$ cat config.mk
export PLATFORM = sky130hd
export DESIGN_NAME = trs_top
export DESIGN_NICKNAME = d
export VERILOG_FILES = /design/src/pkg/trs_pkg.sv /design/src/rtl/trs_top.sv /design/src/rtl/trs_mux.sv /design/src/rtl/trs_cnt.sv
export SDC_FILE = /design/constraint.sdc
export NUM_CORES = 1
export LEC_CHECK = 0
export BUFFER_PORTS_ARGS = -buffer_cell sky130_fd_sc_hd__buf_2
export CORE_MARGIN = 1.5
export CORE_UTILIZATION = 55
export CTS_BUF_LIST = sky130_fd_sc_hd__clkbuf_4 sky130_fd_sc_hd__clkbuf_8 sky130_fd_sc_hd__clkbuf_16
export DETAILED_ROUTE_END_ITERATION = 12
export PLACE_DENSITY = 0.77
export SKIP_LAST_GASP = 1
export SLEW_MARGIN = 10
export SYNTH_ARGS = -nofsm -noshare
export SYNTH_HDL_FRONTEND = slang
export SYNTH_SLANG_ARGS = --single-unit
$ cat constraint.sdc
create_clock -name pclk -period 3.05 [get_ports pclk]
set_input_delay 0.305 -clock pclk [delete_from_list [all_inputs] [get_ports pclk]]
set_output_delay 0.305 -clock pclk [all_outputs]
set_load 0.1 [all_outputs]
$ cat src/pkg/trs_pkg.sv
// Package: constants, register map and carriers for the timer reset-source selector
//
// Behaviour
// RULE_01: Upper four bits of reset-select register read zero, writes there ignored.
// RULE_02: Four-bit select field in low bits, read/write, clears on every reset.
// RULE_03: Code zero routes the mapped timer input pin to the reset input.
// RULE_04: Codes 1-14 pick comparators, captures, other timers, zero-cross, cells, pulse gens.
// RULE_05: Each timer has readable/writable 8-bit count and period registers.
// RULE_06: Count equal to period clears the count on the next timer clock.
// RULE_07: Reserved select codes give an inactive reset input.
package trs_pkg;
   localparam int NUM_TIMERS = 3;
   localparam int SEL_W = 4;
   localparam int REG_W = 8;
   localparam int SRC_W = 16;
   // Per-timer window of six registers, timers spaced by this stride
   localparam logic [11:0] TIMER_STRIDE = 12'h020;
   localparam logic [4:0] OFS_COUNT = 5'h00;
   localparam logic [4:0] OFS_PERIOD = 5'h04;
   localparam logic [4:0] OFS_CTRL = 5'h08;
   localparam logic [4:0] OFS_CLKSEL = 5'h0c;
   localparam logic [4:0] OFS_RSTSEL = 5'h10;
   localparam logic [4:0] OFS_HWLIMIT = 5'h14;
   localparam logic [7:0] REG_RESET = 8'h00;
   localparam logic [7:0] PERIOD_RESET = 8'hff;
   localparam logic [7:0] SEL_MASK = 8'h0f;
   // Select codes
   localparam logic [3:0] CODE_PIN = 4'h0;
   localparam logic [3:0] CODE_RESERVED = 4'hf;
   localparam logic [3:0] CODE_POST_FIRST = 4'h5;

   // External sources shared by all three timers
   typedef struct packed {
      logic comparator_one_synced;
      logic comparator_two_synced;
      logic capture_unit_one_output;
      logic capture_unit_two_output;
      logic zero_cross_output;
      logic logic_cell_one_output;
      logic logic_cell_two_output;
      logic logic_cell_three_output;
      logic logic_cell_four_output;
      logic pulse_gen_three_output;
      logic pulse_gen_four_output;
   } trs_src_t;

   // APB request bundle
   typedef struct packed {
      logic psel;
      logic penable;
      logic pwrite;
      logic [11:0] paddr;
      logic [31:0] pwdata;
   } trs_apb_req_t;
endpackage : trs_pkg

$ cat src/rtl/trs_top.sv
// Three timer register sets with external reset source selection over APB
`timescale 1ns/10ps
module trs_top (
   // APB
   input wire logic pclk,
   input wire logic presetn,
   input wire logic psel,
   input wire logic penable,
   input wire logic pwrite,
   input wire logic [11:0] paddr,
   input wire logic [31:0] pwdata,
   output logic [31:0] prdata,
   output logic pready,
   output logic pslverr,
   // Timer clock ticks, one per timer
   input wire logic [2:0] timer_tick,
   // Sources
   input wire logic timer_input_pin_mapping,
   input wire trs_pkg::trs_src_t src,
   input wire logic [2:0] postscaled,
   // Results
   output logic [2:0] ext_reset,
   output logic [23:0] count_out
);
   import trs_pkg::*;

   logic [7:0] period_ff [NUM_TIMERS];
   logic [7:0] ctrl_ff [NUM_TIMERS];
   logic [7:0] clksel_ff [NUM_TIMERS];
   logic [7:0] rstsel_ff [NUM_TIMERS];
   logic [7:0] hwlim_ff [NUM_TIMERS];
   logic [7:0] nxt_period [NUM_TIMERS];
   logic [7:0] nxt_ctrl [NUM_TIMERS];
   logic [7:0] nxt_clksel [NUM_TIMERS];
   logic [7:0] nxt_rstsel [NUM_TIMERS];
   logic [7:0] nxt_hwlim [NUM_TIMERS];
   logic [7:0] cnt_v [NUM_TIMERS];
   logic [31:0] prdata_ff;
   logic [31:0] nxt_prdata;
   logic slverr_c;
   logic wr_en;
   logic rd_en;
   logic [1:0] tsel;
   logic [4:0] rofs;
   logic hit;

   // Address split: timer slot and register offset in it
   assign tsel = paddr[6:5];
   assign rofs = paddr[4:0];
   assign hit = (paddr[11:7] == 5'h00) && (tsel < 2'h3) && (paddr[1:0] == 2'h0)
      && (rofs <= OFS_HWLIMIT) && (rofs[1:0] == 2'h0);
   assign wr_en = psel && penable && pwrite && hit;
   assign rd_en = psel && !penable && !pwrite && hit;
   // Zero wait states keep the master simple
   assign pready = 1'b1;
   assign slverr_c = psel && penable && !hit;
   assign pslverr = slverr_c;

   genvar g;
   generate
      for (g = 0; g < NUM_TIMERS; g++) begin : g_tmr
         logic sel_me;
         assign sel_me = wr_en && (tsel == 2'(g));

         // Register write decode for this timer
         always_comb begin
            nxt_period[g] = period_ff[g];
            nxt_ctrl[g] = ctrl_ff[g];
            nxt_clksel[g] = clksel_ff[g];
            nxt_rstsel[g] = rstsel_ff[g];
            nxt_hwlim[g] = hwlim_ff[g];
            if (sel_me) begin
               case (rofs)
                  OFS_PERIOD: nxt_period[g] = pwdata[7:0]; // RULE_05
                  OFS_CTRL: nxt_ctrl[g] = pwdata[7:0];
                  OFS_CLKSEL: nxt_clksel[g] = pwdata[7:0] & SEL_MASK;
                  OFS_RSTSEL: nxt_rstsel[g] = pwdata[7:0] & SEL_MASK; // RULE_01
                  OFS_HWLIMIT: nxt_hwlim[g] = pwdata[7:0];
                  default: nxt_period[g] = period_ff[g];
               endcase
            end
         end

         // Every reset clears the select field
         always_ff @(posedge pclk or negedge presetn) begin
            if (!presetn) begin
               period_ff[g] <= PERIOD_RESET;
               ctrl_ff[g] <= REG_RESET;
               clksel_ff[g] <= REG_RESET;
               rstsel_ff[g] <= REG_RESET; // RULE_02
               hwlim_ff[g] <= REG_RESET;
            end else begin
               period_ff[g] <= nxt_period[g];
               ctrl_ff[g] <= nxt_ctrl[g];
               clksel_ff[g] <= nxt_clksel[g];
               rstsel_ff[g] <= nxt_rstsel[g];
               hwlim_ff[g] <= nxt_hwlim[g];
            end
         end

         trs_mux #(.SELF(g)) u_mux (
            .reset_source_code(rstsel_ff[g][SEL_W-1:0]),
            .postscaled(postscaled),
            .timer_input_pin_mapping(timer_input_pin_mapping),
            .src(src),
            .ext_reset(ext_reset[g])
         );

         // Counter runs while the on bit (bit 7) of control is set
         trs_cnt u_cnt (
            .pclk(pclk),
            .presetn(presetn),
            .tick(timer_tick[g]),
            .run(ctrl_ff[g][7]),
            .ext_reset(ext_reset[g]),
            .wr_count(sel_me && rofs == OFS_COUNT),
            .wr_data(pwdata[7:0]),
            .period_value(period_ff[g]),
            .count_value(cnt_v[g])
         );
         assign count_out[g*8 +: 8] = cnt_v[g];
      end
   endgenerate

   // Read data captured in setup phase, held through access
   always_comb begin
      nxt_prdata = prdata_ff;
      if (rd_en) begin
         nxt_prdata = 32'h00000000;
         case (rofs)
            OFS_COUNT: nxt_prdata[7:0] = cnt_v[tsel];
            OFS_PERIOD: nxt_prdata[7:0] = period_ff[tsel];
            OFS_CTRL: nxt_prdata[7:0] = ctrl_ff[tsel];
            OFS_CLKSEL: nxt_prdata[7:0] = clksel_ff[tsel];
            OFS_RSTSEL: nxt_prdata[7:0] = rstsel_ff[tsel] & SEL_MASK; // RULE_01
            OFS_HWLIMIT: nxt_prdata[7:0] = hwlim_ff[tsel];
            default: nxt_prdata = 32'h00000000;
         endcase
      end else if (psel && !penable) begin
         nxt_prdata = 32'h00000000;
      end
   end

   always_ff @(posedge pclk or negedge presetn) begin
      if (!presetn) begin
         prdata_ff <= 32'h00000000;
      end else begin
         prdata_ff <= nxt_prdata;
      end
   end

   assign prdata = prdata_ff;
endmodule : trs_top

$ cat src/rtl/trs_mux.sv
// Reset-source multiplexer for one timer instance
`timescale 1ns/10ps
module trs_mux #(
   parameter int SELF = 0
) (
   // Selection
   input wire logic [3:0] reset_source_code,
   input wire logic [2:0] postscaled,
   // Sources
   input wire logic timer_input_pin_mapping,
   input wire trs_pkg::trs_src_t src,
   // Result
   output logic ext_reset
);
   import trs_pkg::*;

   logic [SRC_W-1:0] table_v;

   // Source table; own postscaled slot and code 15 are forced low
   always_comb begin
      table_v = '0;
      table_v[0] = timer_input_pin_mapping; // RULE_03
      table_v[1] = src.comparator_one_synced; // RULE_04
      table_v[2] = src.comparator_two_synced;
      table_v[3] = src.capture_unit_one_output;
      table_v[4] = src.capture_unit_two_output;
      table_v[5] = postscaled[0];
      table_v[6] = postscaled[1];
      table_v[7] = postscaled[2];
      table_v[8] = src.zero_cross_output;
      table_v[9] = src.logic_cell_one_output;
      table_v[10] = src.logic_cell_two_output;
      table_v[11] = src.logic_cell_three_output;
      table_v[12] = src.logic_cell_four_output;
      table_v[13] = src.pulse_gen_three_output;
      table_v[14] = src.pulse_gen_four_output;
      table_v[int'(CODE_POST_FIRST) + SELF] = 1'b0; // RULE_07
      table_v[CODE_RESERVED] = 1'b0; // RULE_07
      ext_reset = table_v[reset_source_code];
   end
endmodule : trs_mux

$ cat src/rtl/trs_cnt.sv
// Eight-bit count with period match for one timer instance
`timescale 1ns/10ps
module trs_cnt (
   // Clock and reset
   input wire logic pclk,
   input wire logic presetn,
   // Control
   input wire logic tick,
   input wire logic run,
   input wire logic ext_reset,
   input wire logic wr_count,
   input wire logic [7:0] wr_data,
   input wire logic [7:0] period_value,
   // State
   output logic [7:0] count_value
);
   import trs_pkg::*;

   logic [7:0] count_ff;
   logic [7:0] nxt_count;

   // Software write first, then reset input, then match, then increment
   always_comb begin
      nxt_count = count_ff;
      if (wr_count) begin
         nxt_count = wr_data; // RULE_05
      end else if (ext_reset) begin
         nxt_count = REG_RESET;
      end else if (tick && count_ff == period_value) begin
         nxt_count = REG_RESET; // RULE_06
      end else if (tick && run) begin
         nxt_count = count_ff + 8'h01;
      end
   end

   always_ff @(posedge pclk or negedge presetn) begin
      if (!presetn) begin
         count_ff <= REG_RESET;
      end else begin
         count_ff <= nxt_count;
      end
   end

   assign count_value = count_ff;
endmodule : trs_cnt

==> results.toml <==
[run_status]
status = "finished clean"

[timing]
maxClockFrequency_mhz = 359
worst_pin_slew_ps = 1180
min_period_ps = 2790
hold_violations = 0
slew_headroom = 0.208
holdWs_ps = 261
rsz0062_at_grt = "no"
fin_skew_ps = 6.61
setup_viol = 0
timing.final.max_slew_violations = 0
timing.final.ws_setup_ps = 261
finalSetupTns_ps = 0
period_share = 0.914

[clock_tree]
cts_sinks = 128
root_buffer = "clkbuf_16"
cts_buffer_depth = 2
cts_tree = "built"
cts_setup_buffers = 0
cts_buffers = 17
path_clk_slew_ps = 50
htreeDepth = 4
clk_latency_ps = 420

[synth]
synth_top_cell_by_area = "dfrtp_1"
ys.warnings.count = 0
synthesis.instances = 697
syn_area_per_cell_um2 = 10.7
synth_cell_type_count = 65
synth_common_cells = "mux2_2, dfrtp_1, nand2_1"
ys_seq_area_frac = 0.432
synth-edff-count = 0
ys_ff_latch = 128
synth_area_leaders = "dfrtp_1, mux2_2, dfstp_2"
synth_top_area_frac = 0.348
ys_async_sr_fraction = 1.00
synth.most_common_cell = "mux2_2"
synth_area_mm2 = 0.00749
synthFlopType = "dfrtp_1"

[layout]
nets = 823
final_core_util = 0.639
area_growth_pct = 13.0
diodes = 0
drive_above_1_share = 0.363

[route]
vias_per_cell = 6.34
highest_layer = "met4"
drcViolationCount = 0
drt-total-wl_um = 19500
wl_met1_um = 7890
drt_iter0_drc = 542
met3WireLength_um = 1230
dr.pass1.iters = 5
wl_met2_um = 9610
ant_nets = 0
routedWlPerCell_um = 20.7
vias = 5971

[die]
die_y_um = 120
die_x_um = 120
initial_core_util = 0.565
rows = 42
dieArea_mm2 = 0.0143
coreArea_mm2 = 0.0132
ios = 128

[global_route]
antenna_found_initial = 0
grt_max_degree = 66
grt_first_pass_wirelength_um = 31400
grt-ovfl-total = 0
grt_pass1_vias = 5909
grt_use_total = 0.286

[critical_path]
crit_path_frequent_cell = "mux2i_1"
crit_fanout = 12
cp_slowest_stage_delay_ps = 970
crit_family = "simple AND/OR/NAND/NOR gates"
timing.rr.end = "g_tmr[2].u_cnt.count_value[1]"
critPathLaunchType = "flop"
crit_arrival_ps = 3130
reg2reg_from = "rstsel_ff[0]"
cp-end-kind = "flop"
required_ps = 3390
path_buf_inv = 0
path_cells = "mux4_2, mux2i_1, mux2i_1, nor3_1, o21ai_0, a2bb2oi_1"
r2r_slack_ps = 260
path_class = "flop to flop"
reg2reg_depth = 6
cpMaxStageDelayCell = "nor3_1"

[job]
cap_violations = 0

[min_path]
min_delay_path_depth = 4
worstHoldStart = "timer_tick[0]"
min_to = "g_tmr[0].u_cnt.count_value[0]"
hp-class = "input pin to flop"

[pwr]
ir_drop_uv = 432
pwr_density_cell_mw_per_mm2 = 503
leakagePower_uw = 0.00398
power_uw = 4250

[placement]
hpwl_um = 13700
dp_slack_ps = 319
finalWeightedCongestion = 0.859
portBuffers = 78
through the flow:
step	cell area, um2	std cells
after global routing	8460	942
after CTS	8460	942
after global placement	7860	909
final	8460	942
after floorplan	7570	720
after detailed placement	7860	909
kinds of logic (layout without fill, tap and decap cells):
group,after synthesis,count (layout),synth area share
adders and majority gates,3,3,0.00501
buffers and inverters,83,129,0.0607
other,2,25,0.00100
AOI/OAI and AO/OA,123,123,0.115
muxes,154,154,0.236
DFF,128,128,0.432
and+or+nand+nor,174,174,0.115
xor gates and xnor gates,30,30,0.0351
layer usage:
| metal | vias to the layer above | global-route usage |
|---|---|---|
| met5 | - | 0 |
| met4 | 0 | 0.128 |
| met3 | 60 | 0.0613 |
| met2 | 298 | 0.480 |
| met1 | 2982 | 0.356 |
| li1 | 2631 | - |
tightest hold or removal path, stage by stage:
cell,delay [ps]
buf_2,120
nand3_1,70
nand2_1,70
a2bb2oi_1,60
power breakdown:
| group | internal, uW | switching, uW | total, uW | leakage, uW |
|---|---|---|---|---|
| sequential | 1710 | 24.7 | 1740 | 0.00169 |
| clock | 1260 | 721 | 1990 | 0.000289 |
| combinational | 106 | 425 | 531 | 0.00199 |
sequential cells by signal (all words and copies together), names as in the netlist:
register / count
ctrl_ff: 24
clksel_ff: 12
prdata: 8
hwlim_ff: 24
rstsel_ff: 12
period_ff: 24
g_tmr.u_cnt.count_value: 24
how the worst max path moves through the flow:
stage	from	end	slack, ps	cells past startpoint
after floorplan	g_tmr[1].u_cnt.count_value[4]	g_tmr[1].u_cnt.count_value[0]	600	6
after global placement	rstsel_ff[8]	g_tmr[1].u_cnt.count_value[4]	360	5
after detailed placement	rstsel_ff[8]	g_tmr[1].u_cnt.count_value[2]	320	5
after CTS	rstsel_ff[8]	g_tmr[1].u_cnt.count_value[2]	310	5
after global routing	rstsel_ff[0]	g_tmr[2].u_cnt.count_value[1]	170	6
final	rstsel_ff[0]	g_tmr[2].u_cnt.count_value[1]	260	6
cells in the final DEF (no fill, tap or decap), types with 3 or more instances in the layout:
cell / n
inv_1: 5
a22oi_1: 3
dfstp_2: 24
buf_4: 13
nand2_1: 59
a22o_1: 4
xor2_1: 15
and2_1: 5
mux2_2: 115
mux2i_1: 33
a2bb2oi_1: 12
nand2b_1: 4
a221oi_1: 23
nor3_1: 19
ha_1: 3
a31oi_1: 3
mux4_2: 4
and3_1: 8
nand4_1: 7
conb_1: 25
nor2_1: 28
o21ai_0: 23
nor3_2: 3
nand3_1: 20
buf_2: 77
dfrtp_1: 104
xnor2_1: 15
o22ai_1: 5
clkbuf_16: 17
and2_2: 3
clkbuf_8: 3
a211oi_1: 4
a21oi_1: 28
clkinv_2: 5
cell type report:
cell class              instances  area [um2]
fillers                      1080        4780
multi-input cells             509        3890
flip-flops and latches        128        3230
repair buffers                 92         513
clock buffers                  21         474
well taps                     176         220
clock inverters                11         113
inverters                       5        18.8
what timing repair did:
action | in CTS | in global routing
endpoints found under the hold margin | 3 | 0
resized for setup | 0 | 0
hold buffers | 1 | 0
Power figures use the tool's default switching activity.
